## src/design/btc_regs.svh

```systemverilog
/*
 offsets, field positions, fixed values and reset values of the bridge
 type-1 header front part; assumes byte addressing of configuration space
*/
`ifndef BTC_REGS_SVH
`define BTC_REGS_SVH

// ************************************************************
// register byte offsets
// ************************************************************
`define BTC_OFS_CLASS_REV 8'h08
`define BTC_OFS_CACHE_LINE 8'h0C
`define BTC_OFS_LAT_TIMER 8'h0D
`define BTC_OFS_HEADER_KIND 8'h0E
`define BTC_OFS_SELF_TEST 8'h0F
`define BTC_OFS_CTL_BASE 8'h10
`define BTC_OFS_UP_BUS 8'h18
`define BTC_OFS_DOWN_BUS 8'h19
`define BTC_OFS_HIGH_BUS 8'h1A

// ************************************************************
// fixed field values
// ************************************************************
`define BTC_FUNCTION_CATEGORY 8'h06
`define BTC_SUBCATEGORY 8'h04
`define BTC_PROG_IF 8'h00
`define BTC_LAT_TIMER_VAL 8'h00
`define BTC_HEADER_KIND_VAL 8'h01
`define BTC_SELF_TEST_VAL 8'h00

// ************************************************************
// field positions
// ************************************************************
`define BTC_BASE_ADDR_LSB 12
`define BTC_BASE_LOW_BITS 12'h000
`define BTC_FULL_LANES 4'hF

// ************************************************************
// reset values
// ************************************************************
`define BTC_RST_CACHE_LINE 8'h00
`define BTC_RST_CTL_BASE 20'h00000
`define BTC_RST_BUS 8'h00

`endif

```

## src/design/btc_pkg.sv

```systemverilog
/*
 types of the bridge type-1 header block;
 assumes btc_regs.svh sits beside it for the numbers
*/
package btc_pkg;
   // ************************************************************
   // access sequencer states, gray along idle -> answer
   // ************************************************************
   typedef enum logic [1:0] {
      BTC_IDLE = 2'b00,
      BTC_ANSWER = 2'b01
   } btc_state_t;

   // ************************************************************
   // all state of the header block
   // ************************************************************
   typedef struct packed {
      btc_state_t st;
      logic [7:0] cacheLineSize;
      logic [19:0] ctlBase;
      logic [7:0] upBus;
      logic [7:0] downBus;
      logic [7:0] highBus;
      logic [31:0] rdData;
      logic ack;
      logic pwInvalidate;
      logic pwDone;
      logic t1ToType0;
      logic t1ToType1;
      logic t1Unclaimed;
      logic t1Done;
   } btc_state_vec_t;
endpackage

```

## src/design/btc_mwi_check.sv

```systemverilog
/*
 combinational test of a posted write against memory write invalidate
 conditions; assumes the line size counts dwords and enables are active high
*/
`timescale 1ns/10ps
`default_nettype none
`include "btc_regs.svh"

module btc_mwi_check
   import btc_pkg::*;
(
   // programmed settings
   input wire logic [7:0] lineSize,
   input wire logic invalidateOn,
   // posted write
   input wire logic [31:0] wrAddr,
   input wire logic [10:0] wrDwords,
   input wire logic [3:0] firstLanes,
   input wire logic [3:0] lastLanes,
   // verdict
   output logic useInvalidate
);
   logic sizeOk;
   logic alignOk;
   logic lengthOk;
   logic lanesOk;
   logic [7:0] lineMask;

   always_comb begin
      lineMask = lineSize - 8'h01;
      sizeOk = $onehot(lineSize);
      // byte address bits below the dword must be zero; line counts dwords
      alignOk = ((wrAddr[9:2] & lineMask) == 8'h00) && (wrAddr[1:0] == 2'h0);
      lengthOk = wrDwords >= {3'h0, lineSize};
      lanesOk = (firstLanes == `BTC_FULL_LANES) && (lastLanes == `BTC_FULL_LANES);
      // plain memory write unless every condition holds
      useInvalidate = sizeOk && alignOk && lengthOk && lanesOk && invalidateOn;
   end
endmodule
`default_nettype wire

```

## src/design/btc_config_header.sv

```systemverilog
/*
 front part of a bridge type-1 configuration header (08h..1Ah), posted
 write command selection and type 1 configuration routing; assumes
 requests come from upstream logic on mclk, one at a time per port
*/
// Functional notes
// - class bits 31:24 read 06h, bridge; writes ignored
// - class bits 23:16 read 04h, bridge to bridge subcategory
// - programming interface byte 15:8 reads zero, read only
// - bits 7:0 report the fixed silicon revision, read only
// - posted writes go out as memory write unless invalidate fits
// - invalidate only with line size a power of two, 1 to 128
// - invalidate only when the write starts on a line boundary
// - invalidate only when the write covers a whole line
// - invalidate only when first and last words enable all lanes
// - invalidate only while the invalidate enable is on
// - upstream latency timer byte at 0Dh reads zero
// - header kind byte at 0Eh reads 01h, single function
// - self test byte at 0Fh reads zero
// - window base bits 31:12 decode a 4K aligned window
// - base bits 31:12 read zero and refuse writes while gated off
// - base bits 31:12 take writes while the write enable is set
// - base bits 11:4 read zero, bit 3 zero non-prefetchable
// - base bits 2:1 read 00b, bit 0 zero marks memory space
// - byte 18h holds the upstream bus number, resets to zero
// - byte 19h holds the downstream bus number, resets to zero
// - byte 1Ah holds the highest downstream bus, resets to zero
`timescale 1ns/10ps
`default_nettype none
`include "btc_regs.svh"

module btc_config_header
   import btc_pkg::*;
#(
   parameter logic [7:0] SILICON_REVISION = 8'h00 // value is arbitrary
)
(
   // clock and reset
   input wire logic mclk,
   input wire logic reset,
   // configuration access
   input wire logic cfgValid,
   input wire logic cfgWrite,
   input wire logic [7:0] cfgAddr,
   input wire logic [3:0] cfgByteEn,
   input wire logic [31:0] cfgWrData,
   output logic [31:0] cfgRdData,
   output logic cfgAck,
   output logic cfgHit,
   // settings kept elsewhere in the header
   input wire logic controlWindowWriteEnable,
   input wire logic invalidateEnable,
   // posted write classification
   input wire logic pwValid,
   input wire logic [31:0] pwAddr,
   input wire logic [10:0] pwDwords,
   input wire logic [3:0] pwFirstBe,
   input wire logic [3:0] pwLastBe,
   output logic pwInvalidate,
   output logic pwDone,
   // type 1 configuration routing
   input wire logic t1Valid,
   input wire logic [7:0] t1Bus,
   output logic t1ToType0,
   output logic t1ToType1,
   output logic t1Unclaimed,
   output logic t1Done,
   // control window decode
   input wire logic [31:0] memAddr,
   output logic ctlWindowHit,
   output logic [31:0] ctlWindowBase
);
   btc_state_vec_t s_reg;
   btc_state_vec_t s_next;
   logic mwiFits;

   // ************************************************************
   // read value of one dword of the header
   // ************************************************************
   function automatic logic [31:0] readDword(input logic [7:0] addr, input btc_state_vec_t s,
      input logic baseOpen);
      logic [31:0] d;
      d = 32'h00000000;
      case ({addr[7:2], 2'b00})
         `BTC_OFS_CLASS_REV:
            d = {`BTC_FUNCTION_CATEGORY, `BTC_SUBCATEGORY, `BTC_PROG_IF,
               SILICON_REVISION};
         `BTC_OFS_CACHE_LINE:
            d = {`BTC_SELF_TEST_VAL, `BTC_HEADER_KIND_VAL,
               `BTC_LAT_TIMER_VAL, s.cacheLineSize};
         `BTC_OFS_CTL_BASE:
            // gated off, the base reads zero yet keeps what was written
            d = {s.ctlBase & {20{baseOpen}}, `BTC_BASE_LOW_BITS};
         `BTC_OFS_UP_BUS:
            d = {8'h00, s.highBus, s.downBus, s.upBus};
         default:
            d = 32'h00000000;
      endcase
      return d;
   endfunction

   // ************************************************************
   // whether an address falls in the header front part
   // ************************************************************
   function automatic logic isMapped(input logic [7:0] addr);
      logic [7:0] a;
      a = {addr[7:2], 2'b00};
      return (a == `BTC_OFS_CLASS_REV) || (a == `BTC_OFS_CACHE_LINE) ||
         (a == `BTC_OFS_CTL_BASE) || (a == `BTC_OFS_UP_BUS);
   endfunction

   btc_mwi_check u_mwi (
      .lineSize(s_reg.cacheLineSize),
      .invalidateOn(invalidateEnable),
      .wrAddr(pwAddr),
      .wrDwords(pwDwords),
      .firstLanes(pwFirstBe),
      .lastLanes(pwLastBe),
      .useInvalidate(mwiFits)
   );

   // ************************************************************
   // next state
   // ************************************************************
   always_comb begin
      s_next = s_reg;
      s_next.ack = 1'b0;
      s_next.pwDone = 1'b0;
      s_next.t1Done = 1'b0;
      case (s_reg.st)
         BTC_IDLE: begin
            if (cfgValid) begin
               s_next.st = BTC_ANSWER;
               s_next.ack = 1'b1;
               s_next.rdData = cfgWrite ? 32'h00000000 :
                  readDword(cfgAddr, s_reg, controlWindowWriteEnable);
               if (cfgWrite) begin
                  // class, timer, kind and self test bytes ignore writes
                  case ({cfgAddr[7:2], 2'b00})
                     `BTC_OFS_CACHE_LINE: begin
                        if (cfgByteEn[0]) begin
                           s_next.cacheLineSize = cfgWrData[7:0];
                        end
                     end
                     `BTC_OFS_CTL_BASE: begin
                        if (controlWindowWriteEnable) begin
                           if (cfgByteEn[1]) begin
                              s_next.ctlBase[3:0] = cfgWrData[15:12];
                           end
                           if (cfgByteEn[2]) begin
                              s_next.ctlBase[11:4] = cfgWrData[23:16];
                           end
                           if (cfgByteEn[3]) begin
                              s_next.ctlBase[19:12] = cfgWrData[31:24];
                           end
                        end
                     end
                     `BTC_OFS_UP_BUS: begin
                        if (cfgByteEn[0]) begin
                           s_next.upBus = cfgWrData[7:0];
                        end
                        if (cfgByteEn[1]) begin
                           s_next.downBus = cfgWrData[15:8];
                        end
                        if (cfgByteEn[2]) begin
                           s_next.highBus = cfgWrData[23:16];
                        end
                     end
                     default: begin
                     end
                  endcase
               end
            end
         end
         BTC_ANSWER: begin
            // one answer cycle between accesses keeps a held request from repeating
            s_next.st = BTC_IDLE;
         end
         default: begin
            s_next.st = BTC_IDLE;
         end
      endcase
      if (pwValid) begin
         s_next.pwInvalidate = mwiFits;
         s_next.pwDone = 1'b1;
      end
      if (t1Valid) begin
         s_next.t1ToType0 = t1Bus == s_reg.downBus;
         s_next.t1ToType1 = (t1Bus > s_reg.downBus) && (t1Bus <= s_reg.highBus);
         s_next.t1Unclaimed = !((t1Bus >= s_reg.downBus) && (t1Bus <= s_reg.highBus));
         s_next.t1Done = 1'b1;
      end
   end

   // ************************************************************
   // state register
   // ************************************************************
   always_ff @(posedge mclk or posedge reset) begin
      if (reset) begin
         s_reg <= '{st: BTC_IDLE, cacheLineSize: `BTC_RST_CACHE_LINE,
            ctlBase: `BTC_RST_CTL_BASE, upBus: `BTC_RST_BUS, downBus: `BTC_RST_BUS,
            highBus: `BTC_RST_BUS, rdData: 32'h00000000, default: 1'b0};
      end else begin
         s_reg <= s_next;
      end
   end

   // ************************************************************
   // outputs
   // ************************************************************
   assign cfgRdData = s_reg.rdData;
   assign cfgAck = s_reg.ack;
   assign cfgHit = isMapped(cfgAddr);
   assign pwInvalidate = s_reg.pwInvalidate;
   assign pwDone = s_reg.pwDone;
   assign t1ToType0 = s_reg.t1ToType0;
   assign t1ToType1 = s_reg.t1ToType1;
   assign t1Unclaimed = s_reg.t1Unclaimed;
   assign t1Done = s_reg.t1Done;
   // window is 4K; an all-zero base is treated as unassigned
   assign ctlWindowBase = {s_reg.ctlBase, `BTC_BASE_LOW_BITS};
   assign ctlWindowHit = (s_reg.ctlBase != 20'h00000) &&
      (memAddr[31:`BTC_BASE_ADDR_LSB] == s_reg.ctlBase);

   // ************************************************************
   // checks
   // ************************************************************
   a_class_fixed: assert property (@(posedge mclk) disable iff (reset)
      cfgValid && !cfgWrite && s_reg.st == BTC_IDLE && cfgAddr[7:2] == 6'h02
      |=> cfgAck && cfgRdData[31:8] == 24'h060400)
      else $error("class bytes wrong");

   a_rev_read: assert property (@(posedge mclk) disable iff (reset)
      cfgValid && !cfgWrite && s_reg.st == BTC_IDLE && cfgAddr[7:2] == 6'h02
      |=> cfgRdData[7:0] == SILICON_REVISION)
      else $error("revision byte wrong");

   a_hdr_fixed: assert property (@(posedge mclk) disable iff (reset)
      cfgValid && !cfgWrite && s_reg.st == BTC_IDLE && cfgAddr[7:2] == 6'h03
      |=> cfgRdData[31:8] == 24'h000100 && cfgRdData[7:0] == s_reg.cacheLineSize)
      else $error("header kind dword wrong");

   a_base_gated: assert property (@(posedge mclk) disable iff (reset)
      !controlWindowWriteEnable |=> $stable(s_reg.ctlBase))
      else $error("base changed while gated");

   a_base_write: assert property (@(posedge mclk) disable iff (reset)
      cfgValid && cfgWrite && s_reg.st == BTC_IDLE && cfgAddr[7:2] == 6'h04 &&
      controlWindowWriteEnable && cfgByteEn == 4'hF
      |=> ctlWindowBase == {$past(cfgWrData[31:12]), 12'h000})
      else $error("base write lost");

   a_base_low: assert property (@(posedge mclk) disable iff (reset)
      cfgValid && !cfgWrite && s_reg.st == BTC_IDLE && cfgAddr[7:2] == 6'h04
      |=> cfgRdData[11:0] == 12'h000)
      else $error("base low bits not zero");

   a_bus_write: assert property (@(posedge mclk) disable iff (reset)
      cfgValid && cfgWrite && s_reg.st == BTC_IDLE && cfgAddr[7:2] == 6'h06 && cfgByteEn[1]
      |=> s_reg.downBus == $past(cfgWrData[15:8]))
      else $error("downstream bus write lost");

   a_mwi_off: assert property (@(posedge mclk) disable iff (reset)
      pwValid && !invalidateEnable |=> pwDone && !pwInvalidate)
      else $error("invalidate while disabled");

   a_mwi_size: assert property (@(posedge mclk) disable iff (reset)
      pwValid && !$onehot(s_reg.cacheLineSize) |=> !pwInvalidate)
      else $error("invalidate with bad line size");

   a_mwi_lanes: assert property (@(posedge mclk) disable iff (reset)
      pwValid && (pwFirstBe != 4'hF || pwLastBe != 4'hF) |=> !pwInvalidate)
      else $error("invalidate with partial lanes");

   a_t1_route: assert property (@(posedge mclk) disable iff (reset)
      t1Valid && t1Bus == s_reg.downBus |=> t1Done && t1ToType0 && !t1ToType1)
      else $error("type 1 routing wrong");

   a_t1_forward: assert property (@(posedge mclk) disable iff (reset)
      t1Valid && t1Bus > s_reg.downBus && t1Bus <= s_reg.highBus
      |=> t1ToType1 && !t1ToType0 && !t1Unclaimed)
      else $error("type 1 forward wrong");

   a_t1_outside: assert property (@(posedge mclk) disable iff (reset)
      t1Valid && (t1Bus < s_reg.downBus || t1Bus > s_reg.highBus)
      |=> t1Unclaimed && !t1ToType1)
      else $error("type 1 outside claimed");

   a_sub_class: assert property (@(posedge mclk) disable iff (reset)
      cfgValid && !cfgWrite && s_reg.st == BTC_IDLE && cfgAddr[7:2] == 6'h02
      |=> cfgRdData[23:16] == 8'h04)
      else $error("subcategory byte wrong");

   a_prog_if: assert property (@(posedge mclk) disable iff (reset)
      cfgValid && !cfgWrite && s_reg.st == BTC_IDLE && cfgAddr[7:2] == 6'h02
      |=> cfgRdData[15:8] == 8'h00)
      else $error("programming interface byte wrong");

   a_lat_zero: assert property (@(posedge mclk) disable iff (reset)
      cfgValid && !cfgWrite && s_reg.st == BTC_IDLE && cfgAddr[7:2] == 6'h03
      |=> cfgRdData[15:8] == 8'h00)
      else $error("latency timer byte not zero");

   a_self_test: assert property (@(posedge mclk) disable iff (reset)
      cfgValid && !cfgWrite && s_reg.st == BTC_IDLE && cfgAddr[7:2] == 6'h03
      |=> cfgRdData[31:24] == 8'h00)
      else $error("self test byte not zero");

   a_base_hidden: assert property (@(posedge mclk) disable iff (reset)
      cfgValid && !cfgWrite && s_reg.st == BTC_IDLE && cfgAddr[7:2] == 6'h04 &&
      !controlWindowWriteEnable |=> cfgRdData[31:12] == 20'h00000)
      else $error("gated base not read as zero");

   a_base_kind: assert property (@(posedge mclk) disable iff (reset)
      cfgValid && !cfgWrite && s_reg.st == BTC_IDLE && cfgAddr[7:2] == 6'h04
      |=> cfgRdData[3:0] == 4'h0)
      else $error("base type bits not zero");

   a_window_hit: assert property (@(posedge mclk) disable iff (reset)
      ctlWindowHit |-> memAddr[31:12] == ctlWindowBase[31:12])
      else $error("window hit outside the 4K window");

   a_up_write: assert property (@(posedge mclk) disable iff (reset)
      cfgValid && cfgWrite && s_reg.st == BTC_IDLE && cfgAddr[7:2] == 6'h06 && cfgByteEn[0]
      |=> s_reg.upBus == $past(cfgWrData[7:0]))
      else $error("upstream bus write lost");

   a_high_write: assert property (@(posedge mclk) disable iff (reset)
      cfgValid && cfgWrite && s_reg.st == BTC_IDLE && cfgAddr[7:2] == 6'h06 && cfgByteEn[2]
      |=> s_reg.highBus == $past(cfgWrData[23:16]))
      else $error("highest bus write lost");

   a_mwi_align: assert property (@(posedge mclk) disable iff (reset)
      pwValid && (pwAddr[1:0] != 2'h0 ||
      (pwAddr[9:2] & (s_reg.cacheLineSize - 8'h01)) != 8'h00) |=> !pwInvalidate)
      else $error("invalidate off a line boundary");

   a_mwi_length: assert property (@(posedge mclk) disable iff (reset)
      pwValid && pwDwords < {3'h0, s_reg.cacheLineSize} |=> !pwInvalidate)
      else $error("invalidate shorter than a line");

   a_pw_answer: assert property (@(posedge mclk) disable iff (reset)
      pwValid |=> pwDone)
      else $error("posted write not classified");
endmodule
`default_nettype wire

```

## config.mk

```make
export PLATFORM = sky130hd
export DESIGN_NAME = btc_config_header
export DESIGN_NICKNAME = d
export VERILOG_FILES = /design/src/design/btc_pkg.sv /design/src/design/btc_mwi_check.sv /design/src/design/btc_config_header.sv
export VERILOG_INCLUDE_DIRS = /design/src /design/src/design
export SDC_FILE = /design/constraint.sdc
export NUM_CORES = 1
export LEC_CHECK = 0
export ABC_CLOCK_PERIOD_IN_PS = 3500
export BUFFER_PORTS_ARGS = -buffer_cell sky130_fd_sc_hd__buf_4
export CAP_MARGIN = 20
export CORE_ASPECT_RATIO = 1.75
export CORE_UTILIZATION = 45
export CTS_CLUSTER_SIZE = 25
export DETAILED_ROUTE_END_ITERATION = 8
export PLACE_DENSITY = 0.81
export SYNTH_ARGS = -nofsm -noshare
export SYNTH_HDL_FRONTEND = slang
export SYNTH_SLANG_ARGS = --single-unit
```

## constraint.sdc

```tcl
create_clock -name mclk -period 3.5 [get_ports mclk]
set_input_delay 0.875 -clock mclk [delete_from_list [all_inputs] [get_ports mclk]]
set_output_delay 0.875 -clock mclk [all_outputs]
set_load 0.03 [all_outputs]
```

==> metrics.md, run 1 <==
| Metric | Value |
|---|---|
| Status | complete, no violations |
| Placed cells | a little over 800 |
| Post-Place Cell Area | about 6600 um^2 |
| Max clock buf depth | 2 |
| Final Max Slew Viols | 0 |
| Seq/Total Area, Yosys | 0.415 |
| Most common cell after layout, fill and taps aside | buf_4 |
| CTS tree | yes |
| Clock transition at path regs | approximately 70 ps |
| Util after Layout | 0.580 |
| Post-synth cell types | 49 |
| Ys flop type | dfrtp_1 |
| Post-route ant nets | 0 |
| Max reg flops | 33 |
| First-pass GRT wire length | between 20,000 and 25,000 um |
| PortBufs | roughly 170 |
| Starting Density | 0.462 |
| Post-Synthesis Cells | 520 |
| Final Hold Viols | 0 |
| Mapped cell area | approximately 5500 um^2 |
| P&R area growth vs syn | 25.5% |
| Post-Syn Area per Cell | about 11 um^2 |
| Worst slew margin | 0.464 |
| Req. time, crit path | between 3000 and 4000 ps |
| Yosys reg bits | a little over 90 |
| Routed len/inst | 17.9 um |
| Final setup viols | 0 |
| Setup crit end kind | register |
| Power density over the cells | around 350 nW/um^2 |
| Die Wd | between 80 and 90 um |
| Worst-margin pin slew | 803 ps |
| Vias in the first global route | 4,552 |
| Hold Path Cell Cnt | 2 |
| Drt first pass iters | 4 |
| Total core area | approximately 12,000 um^2 |
| Vias post-DR | between 4,000 and 5,000 |
| Post-route insts no fill | between 800 and 900 |
| Maximum ir drop on the vdd rail | between 0.2 and 0.25 mV |
| ANT cells | 0 |
| Global route overflow | 0 |
| Logic pwr share | 0.149 |
| Worst path arrival time | around 3700 ps |
| Cell area after layout | slightly below 7000 um^2 |
| Tcrit/Tclk final | 0.973 |
| Min cycle time layout | between 3000 and 4000 ps |
| Sequential Power Share | 0.452 |
| Sw Pwr | ~0.00064 W |
| Post-synth EDFFs | 0 |
| Max-Cap Viols | 0 |
| Int Power | around 0.0018 W |
| Chip height | between 100 and 150 um |
| Setup Total Neg Slack | 0 ps |
| Commonest non-fill, non-tap cells in the layout | buf_4, dfrtp_1, nand2_1 |
| Syn. warnings | 0 |
| Die area | roughly 13,000 um^2 |
| Sw Share | 0.259 |
| Top-level I/O count | 216 |
| CTS H-tree depth | 3 |
| Layout Skew | approximately 13 ps |
| Number of vias per cell | 5.23 |
| NumNets Final | ~830 |
| Root Buffer | clkbuf_16 |
| Critical path class | reg -> reg |
| Worst hold path type | reg -> reg |
| Pin count of the biggest net entering global routing | 47 |
| Iter 0 DRT Violations | about 250 |
| Worst R2R Path Depth | 12 |
| Initial antenna violation count | 0 |
| Ys async rst share | 1.00 |
| Drt drc | 0 |
| Clock Sinks | between 90 and 100 |
| Core Rows | 53 |
| Clk pwr share | 0.400 |
| GP Congestion | 0.853 |
| Total global-route track usage | 0.238 |
| Hpwl dp | 12,000 um |
| CP Launch Type | register |
| Clk Latency, worst-skew pair | approximately 350 ps |
| Fmax | slightly below 300 MHz |
| Routed WL | roughly 15,000 um |
| Unrepaired setup endpoints after global routing | yes |
| Layout cell share with drive strength beyond 1 | 0.415 |
| Leakage | ~3.5 nW |
| Cts bufs inserted | 9 |
| Worst Path Max Fanout | 4 |
## final timing paths
kind                            slack, ps    startpoint           end
worst max-delay path                  100     s_reg[84]  pwInvalidate
worst min-delay path                  480  cfgRdData[9]  cfgRdData[9]
worst max register to register        100     s_reg[84]  pwInvalidate
worst min register to register        480  cfgRdData[9]  cfgRdData[9]
max in group asynchronous            2020         reset  cfgRdData[1]
min in group asynchronous             650         reset  cfgRdData[9]
## Yosys cell counts, types with 3 or more instances
cell | number | area share
o21a_1 | 3 | 0.0041
buf_2 | 5 | 0.0045
nor2b_1 | 8 | 0.0090
buf_4 | 65 | 0.088
and3_1 | 4 | 0.0045
ha_1 | 34 | 0.077
clkbuf_1 | 7 | 0.0047
dfrtp_1 | 92 | 0.41
o21ai_0 | 27 | 0.024
inv_1 | 39 | 0.026
mux2_2 | 36 | 0.073
a22oi_1 | 21 | 0.028
fa_1 | 4 | 0.014
nor2_1 | 7 | 0.0047
mux2_4 | 16 | 0.043
a221oi_1 | 3 | 0.0047
nand2_1 | 50 | 0.034
a21o_1 | 4 | 0.0054
xnor2_1 | 11 | 0.017
nand4_4 | 3 | 0.011
nand3_1 | 12 | 0.011
a21oi_1 | 7 | 0.0063
nand4_1 | 9 | 0.010
nor4_1 | 10 | 0.011
xor2_1 | 13 | 0.021
## metal layers
layer  global-route usage  vias up  wire length, um
met1                0.230     2109             5000
met3               0.0404       35              715
li1                     -     1993                -
met2                0.465      165             8420
met4                0.123        0              567
met5                    0        -                0
## power by group through the flow
| stage | clock network [W] | registers, W | logic [W] |
|---|---|---|---|
| floorplan | 0 | 0.00113 | 0.000192 |
| global placement | 0 | 0.00113 | 0.000350 |
| detailed placement | 0 | 0.00113 | 0.000363 |
| CTS | 0.000993 | 0.00111 | 0.000368 |
| global route | 0.00104 | 0.00111 | 0.000400 |
| finish | 0.000984 | 0.00111 | 0.000366 |
## cell families (layout without fill, tap and decap cells)
kind of cell	Yosys count	in the layout	share of synthesized area
buf+inv	120	247	0.133
simple gates	117	117	0.117
flops	92	92	0.415
compound gates	76	76	0.0884
mux	52	52	0.116
fa+ha+maj	38	38	0.0911
xor+xnor	24	24	0.0379
other cells	1	12	0.000676
## through the flow
| stage | power [W] | setup slack, ps | hold WS [ps] |
|---|---|---|---|
| after floorplan | 0.00133 | 132 | 440 |
| after global placement | 0.00148 | -111 | 457 |
| after detailed placement | 0.00149 | -163 | 463 |
| after CTS | 0.00247 | 39.4 | 479 |
| after global routing | 0.00256 | -151 | 498 |
| final | 0.00246 | 95.3 | 483 |
## critical path, stage by stage, from the launching register on
cell and delay, ps:
dfrtp_1 410, ha_2 210, fa_1 540, inv_2 50, fa_1 520, inv_1 40
ha_2 170, fa_1 460, nor4b_2 240, nand4_1 140, a2111oi_2 220, nand4_1 170
o22ai_1 150
## repair_timing
item                                    in CTS  in global routing
endpoints found under the setup margin       1                  1
hold buffers                                 0                  0
buffers inserted                             0                  0
resized for setup                            5                  2
pin swaps                                    4                  1
endpoints found under the hold margin        0                  0
## area by class of cell
cell class | instances | area, um^2
Fill cell | 1019 | 5040
Multi-Input combinational cell | 319 | 2570
Sequential cell | 92 | 2300
Timing Repair Buffer | 191 | 1430
Clock buffer | 10 | 229
Tap cell | 165 | 206
Inverter | 40 | 151
Clock inverter | 6 | 72.6
No activity file was read; power rests on OpenSTA's default activity.
==> run 2, diff against run 1 <==
--- a/config.mk
+++ b/config.mk
@@ -6,6 +6,7 @@
 export SDC_FILE = /design/constraint.sdc
 export NUM_CORES = 1
 export LEC_CHECK = 0
+export ABC_AREA = 1
 export ABC_CLOCK_PERIOD_IN_PS = 3500
 export BUFFER_PORTS_ARGS = -buffer_cell sky130_fd_sc_hd__buf_4
 export CAP_MARGIN = 20
@@ -13,7 +14,7 @@
 export CORE_UTILIZATION = 45
 export CTS_CLUSTER_SIZE = 25
 export DETAILED_ROUTE_END_ITERATION = 8
-export PLACE_DENSITY = 0.81
+export PLACE_DENSITY = 0.8
 export SYNTH_ARGS = -nofsm -noshare
 export SYNTH_HDL_FRONTEND = slang
 export SYNTH_SLANG_ARGS = --single-unit
==> run 2 against run 1 <==
  * Combinational power up 5%
  * Non-clock buffer count down 15
  * Die area up 4.4%
  * Synthesized cell count up 45%
  * Power up 1.7%
  * Largest cell class unchanged
  * Largest power group unchanged
==> metrics.md, run 2 <==
| Metric | Value |
|---|---|
| Worst path arrival time | approximately 3600 ps |
| Total core area | between 10,000 and 15,000 um^2 |
| Final Max Slew Viols | 0 |
| Most common cell after layout, fill and taps aside | nand2_1 |
| Post-synth cell types | 33 |
| Area share of the largest cell type after synthesis | 0.397 |
| Critical path class | reg -> reg |
| Drt first pass iters | 4 |
| Number of vias per cell | just under 5 |
| Top cells by area, synth | dfrtp_1, nand2_1, buf_4 |
| Worst Path Max Fanout | 5 |
| Slowest-stage cell, CP | fa_1 |
| WHS | between 400 and 500 ps |
| Max reg flops | 33 |
| Core Rows | between 50 and 60 |
| Cell area after layout | 7120 um^2 |
| PortBufs | 167 |
| Chip height | 152 um |
| Met2 wire len | 8090 um |
| Vias post-DR | approximately 5,200 |
| P&R area growth vs syn | 22.8% |
| Routed len/inst | between 10 and 15 um |
| Layout Skew | just under 10 ps |
| Max-Cap Viols | 0 |
| Critical-path cell list | ha_1, fa_1, inv_1, fa_1, inv_1, ha_1, fa_1, nor2_1, nand2_1, nor2_1, nand2_1, nor2_1, nand2_1, nor2_1, nand3_1, nand2_1 |
| Maximum ir drop on the vdd rail | between 0.2 and 0.25 mV |
| Top-level I/O count | around 220 |
| Post-synth EDFFs | 0 |
| Commonest non-fill, non-tap cells in the layout | nand2_1, buf_4, dfrtp_1 |
| R2r startpoint | s_reg[83] |
| Post-route insts no fill | ~1,000 |
| First-pass GRT wire length | about 24,000 um |
| Mapped cell area | a little under 6000 um^2 |
| GP Congestion | between 0.8 and 0.9 |
| Int Power | about 0.0018 W |
| Final Hold Viols | 0 |
| NumNets Final | roughly 1,100 |
| Max clock buf depth | 2 |
| Total global-route track usage | 0.237 |
| Sequential Power Share | 0.445 |
| Sw Share | 0.267 |
| Yosys reg bits | 92 |
| Top-count cell post-synth | nand2_1 |
| Ys async rst share | 1.00 |
| ANT cells | 0 |
| Routed WL | 15,200 um |
| Req. time, crit path | 3790 ps |
| Vias in the first global route | 5,154 |
| Hold worst-path end | cfgRdData[26] |
| Worst path top cell family by delay | adder cells |
| Initial antenna violation count | 0 |
| Sw Pwr | around 0.00067 W |
| Largest area contributor in the netlist | dfrtp_1 |
| Setup crit end kind | register |
| CTS tree | yes |
| Die Wd | just under 90 um |
| Post-CTS Hold Buffers | 0 |
| Unrepaired setup endpoints after global routing | no |
| Clk pwr share | 0.401 |
| Layout cell share with drive strength beyond 1 | 0.238 |
| Clock Sinks | just over 90 |
| Global route overflow | 0 |
| Final setup viols | 0 |
| Post-Place Cell Area | around 6800 um^2 |
| Die area | approximately 13,000 um^2 |
| Met3 WL | roughly 1000 um |
| Worst path bufs/invs | 2 |
| Worst-margin pin slew | ~900 ps |
| Util after Layout | 0.570 |
| Leakage | 3.91 nW |
| Syn. warnings | 0 |
| Post-Synthesis Cells | about 760 |
| Drt drc | 0 |
| Ys flop type | dfrtp_1 |
| Worst hold path type | reg -> reg |
| Top cells by count, synth | nand2_1, dfrtp_1, inv_1 |
| Post-Syn Area per Cell | around 7.7 um^2 |
| Crit-path max cell delay | about 540 ps |
| DR top layer | met4 |
| Logic pwr share | 0.154 |
| Hold Path Cell Cnt | 2 |
| Clock transition at path regs | about 70 ps |
| Hpwl dp | about 12,000 um |
| Worst R2R Path Depth | 16 |
| Root Buffer | clkbuf_16 |
| Setup Total Neg Slack | 0 ps |
| CP Launch Type | register |
| Iter 0 DRT Violations | around 150 |
| Placed cells | between 1,000 and 1,500 |
| Hold Crit Start | cfgRdData[26] |
| Pin count of the biggest net entering global routing | 49 |
| Seq/Total Area, Yosys | 0.397 |
| Fmax | 306 MHz |
| Met1 Wirelength | approximately 5400 um |
| Cts bufs inserted | 9 |
| Power density over the cells | roughly 350 nW/um^2 |
| CTS H-tree depth | 3 |
| R2r setup slk | between 200 and 250 ps |
| Tcrit/Tclk final | 0.933 |
| Status | complete, no violations |
| Clk Latency, worst-skew pair | 350 ps |
| Starting Density | 0.464 |
| Post-route ant nets | 0 |
| Min cycle time layout | approximately 3300 ps |
| Reg2reg end | pwInvalidate |
| Worst slew margin | 0.408 |
-- run 2: changes by cell type after synthesis, sizes merged, moves of 21 or more --
| cell | before | now |
|---|---|---|
| o21ai | 27 | 63 |
| nor2 | 7 | 51 |
| mux2 | 52 | 0 |
| a22oi | 21 | 0 |
| nand3 | 12 | 57 |
| inv | 40 | 78 |
| nand2 | 50 | 240 |
-- run 2: worst max-delay path by stage --
stage              start      endpoint  slack [ps]  cells after the start
2_1_floorplan      reset        cfgAck         230                      1
3_3_place_gp   s_reg[83]  pwInvalidate         240                     17
3_5_place_dp   s_reg[83]  pwInvalidate         200                     17
4_1_cts        s_reg[83]  pwInvalidate         170                     17
5_1_grt        s_reg[83]  pwInvalidate          20                     16
6_report       s_reg[83]  pwInvalidate         230                     16
-- run 2: worst register-to-register path: stages (launching register included) --
cell     delay (ps)
dfrtp_2         440
ha_1            230
fa_1            540
inv_1            60
fa_1            530
inv_1            50
ha_1            200
fa_1            450
nor2_1          110
nand2_1          50
nor2_1           80
nand2_1          50
nor2_1           90
nand2_1          50
nor2_1          100
nand3_1         100
nand2_1          70
-- run 2: kinds of logic (layout without fill, tap and decap cells) --
logic type                 count (synthesis)  in the layout  synth area share
AOI/OAI and AO/OA                         83             83            0.0753
xor gates and xnor gates                  15             15            0.0227
adders and majority gates                 38             38            0.0872
buffers and inverters                    159            270             0.150
DFF                                       92             92             0.397
other                                      1             12          0.000647
and+or+nand+nor                          368            368             0.267
-- run 2: area by class of cell --
cell class	count	area, um^2
fill	1175	5380
clock buffer	10	239
sequential	92	2300
tap	168	210
inverter	78	294
clock inverter	6	68.8
timing repair buffer	176	1330
multi-input combinational	516	2670
-- run 2: metal layers --
metal | global-route usage | vias to the layer above
met3 | 0.0466 | 44
met1 | 0.241 | 2372
met5 | 0 | -
met2 | 0.435 | 204
li1 | - | 2563
met4 | 0.129 | 0
-- run 2: power by group through the flow --
stage / logic [W] / clock network (W) / registers [W]
6_report: 0.000385 / 0.00100 / 0.00111
5_1_grt: 0.000434 / 0.00107 / 0.00112
4_1_cts: 0.000388 / 0.00102 / 0.00111
3_5_place_dp: 0.000387 / 0 / 0.00113
3_3_place_gp: 0.000378 / 0 / 0.00113
2_1_floorplan: 0.000219 / 0 / 0.00114
-- run 2: through the flow --
step / power [W] / setup WS [ps]
6_report: 0.00250 / 234
5_1_grt: 0.00262 / 24.6
4_1_cts: 0.00252 / 167
3_5_place_dp: 0.00152 / 200
3_3_place_gp: 0.00151 / 238
2_1_floorplan: 0.00136 / 233
-- run 2: repair_timing --
action	CTS	global route
hold endpoints to repair	0	0
setup buffers	0	2
gates resized for setup	0	3
endpoints found under the setup margin	0	1
==> run 3, diff against run 2 <==
--- a/config.mk
+++ b/config.mk
@@ -14,7 +14,7 @@
 export CORE_UTILIZATION = 45
 export CTS_CLUSTER_SIZE = 25
 export DETAILED_ROUTE_END_ITERATION = 8
-export PLACE_DENSITY = 0.8
+export PLACE_DENSITY = 0.76
 export SYNTH_ARGS = -nofsm -noshare
 export SYNTH_HDL_FRONTEND = slang
 export SYNTH_SLANG_ARGS = --single-unit
==> run 3 against run 2 <==
  * Combinational power is 1% higher
  * Core utilization hardly changed
  * Worst setup slack better by 11 ps
  * Critical path type unchanged
  * Critical endpoint unchanged
  * Largest power group unchanged
==> metrics.md, run 3 (same netlist as run 2, synthesis figures left out) <==
| Metric | Value |
|---|---|
| Cell area after layout | ~7000 um^2 |
| Setup crit end kind | register |
| ANT cells | 0 |
| PortBufs | 167 |
| Vias post-DR | between 5,000 and 6,000 |
| Core Rows | 54 |
| Iter 0 DRT Violations | 166 |
| Routed len/inst | around 15 um |
| Tcrit/Tclk final | 0.930 |
| Root Buffer | clkbuf_16 |
| Crit-path max cell delay | ~550 ps |
| Most common cell after layout, fill and taps aside | nand2_1 |
| Worst Path Max Fanout | 5 |
| Util after Layout | 0.570 |
| NumNets Final | around 1,100 |
| Pre-CTS setup slack | ~160 ps |
| CTS H-tree depth | 3 |
| Commonest non-fill, non-tap cells in the layout | nand2_1, buf_4, dfrtp_1 |
| Chip height | roughly 150 um |
| Layout cell share with drive strength beyond 1 | 0.236 |
| Post-route insts no fill | 1,045 |
| Worst hold path type | reg -> reg |
| Max clock buf depth | 2 |
| Post-CTS Hold Buffers | 0 |
| R2r startpoint | s_reg[83] |
| Min cycle time layout | between 3000 and 4000 ps |
| Worst path bufs/invs | 2 |
| Die Wd | between 80 and 90 um |
| Final Hold Viols | 0 |
| Worst path top cell family by delay | adder cells |
| Power density over the cells | around 350 nW/um^2 |
| Status | complete, no violations |
| Starting Density | 0.464 |
| Worst path arrival time | 3540 ps |
| Fillers | roughly 1,200 |
| Worst setup margin | 245 ps |
| Final setup viols | 0 |
| P&R area growth vs syn | 22.9% |
| Total core area | between 10,000 and 15,000 um^2 |
| Top-level I/O count | between 200 and 250 |
| Post-Place Cell Area | roughly 7000 um^2 |
| Pin count of the biggest net entering global routing | 67 |
| Hpwl dp | about 12,000 um |
| Setup Total Neg Slack | 0 ps |
| Placed cells | a little over 1,000 |
| Critical path class | reg -> reg |
| Drt drc | 0 |
| Post-route ant nets | 0 |
| Maximum ir drop on the vdd rail | 0.212 mV |
| GP Congestion | approximately 0.89 |
| Worst slew margin | 0.592 |
| Number of vias per cell | just under 5 |
| Final Max Slew Viols | 0 |
| CP Launch Type | register |
| Max-Cap Viols | 0 |
| Leakage | ~4 nW |
| Slowest-stage cell, CP | fa_1 |
| CTS tree | yes |
| Vias in the first global route | around 5,200 |
| Clock transition at path regs | around 70 ps |
| Routed WL | 15,200 um |
| CP Launch Point | s_reg[83] |
| Fmax | just over 300 MHz |
| Req. time, crit path | roughly 3800 ps |
| Critical-path cell list | ha_1, fa_1, inv_1, fa_1, inv_1, ha_1, fa_1, nor2_1, nand2_1, nor2_1, nand2_1, nor2_1, nand2_1, nor2_1, nand3_1, nand2_1 |
| Cts bufs inserted | 9 |
| Unrepaired setup endpoints after global routing | no |
| Layout Skew | approximately 8.5 ps |
| Worst-margin pin slew | a little over 600 ps |
| Die area | approximately 13,000 um^2 |
| First-pass GRT wire length | approximately 25,000 um |
| Initial antenna violation count | 0 |
| Max reg flops | 33 |
| Clk Latency, worst-skew pair | about 340 ps |
| Total global-route track usage | 0.239 |
| Hold Crit Start | cfgRdData[5] |
| Global route overflow | 0 |
| Clock Sinks | between 90 and 100 |
| Drt first pass iters | 4 |
run 3: cell count changes in the layout (fill, tap and decap cells not counted), sizes merged:
| cell | before | now |
|---|---|---|
| clkinv | 3 | 2 |
| buf | 176 | 175 |
| inv | 79 | 80 |
run 3: per-stage QoR:
| stage | total power [W] | hold WS, ps |
|---|---|---|
| 6_report | 0.00251 | 484 |
| 5_1_grt | 0.00261 | 504 |
| 4_1_cts | 0.00253 | 485 |
| 3_5_place_dp | 0.00152 | 467 |
| 3_3_place_gp | 0.00151 | 465 |
| 2_1_floorplan | 0.00136 | 450 |
run 3: worst paths after layout:
check	to	slack [ps]	cells after the start
max in group asynchronous	s_reg[42]	2240	3
worst min-delay path	cfgRdData[5]	480	2
worst max register to register	pwInvalidate	240	16
worst max-delay path	pwInvalidate	240	16
min in group asynchronous	cfgRdData[4]	540	2
worst min register to register	cfgRdData[5]	480	2
run 3: worst reg2reg max path, stage by stage (launching register included):
cell     delay (ps)
dfrtp_2         450
ha_1            240
fa_1            530
inv_1            50
fa_1            550
inv_1            50
ha_1            200
fa_1            450
nor2_1          110
nand2_1          50
nor2_1           80
nand2_1          60
nor2_1          100
nand2_1          50
nor2_1           90
nand3_1          80
nand2_1          60
run 3: repair_timing:
action                     CTS  global route
resized for setup            0             2
setup buffers                0             1
setup endpoints to repair    0             1
run 3: power by group:
| group | internal [W] | switching [W] | leakage [nW] |
|---|---|---|---|
| logic | 0.000166 | 0.000223 | 2.57 |
| registers | 0.00109 | 0.0000225 | 1.20 |
| clock network | 0.000580 | 0.000429 | 0.150 |
| total | 0.00184 | 0.000675 | 3.91 |
run 3: cell type report:
cell class	count	area, um^2	area share
clock buffer	10	239	0.0335
sequential	92	2300	0.323
timing repair buffer	175	1340	0.188
inverter	78	294	0.0413
multi-input combinational	516	2670	0.375
tap	168	210	0.0295
clock inverter	6	68.8	0.00966
run 3: layer usage:
| metal | track usage | wire, um | vias to the layer above | share of wire |
|---|---|---|---|---|
| met3 | 0.0417 | 804 | 34 | 0.053 |
| met1 | 0.252 | 5540 | 2371 | 0.36 |
| met2 | 0.446 | 8330 | 181 | 0.55 |
| met4 | 0.105 | 547 | 0 | 0.036 |
| li1 | - | - | 2554 | - |
| met5 | 0 | 0 | - | 0 |
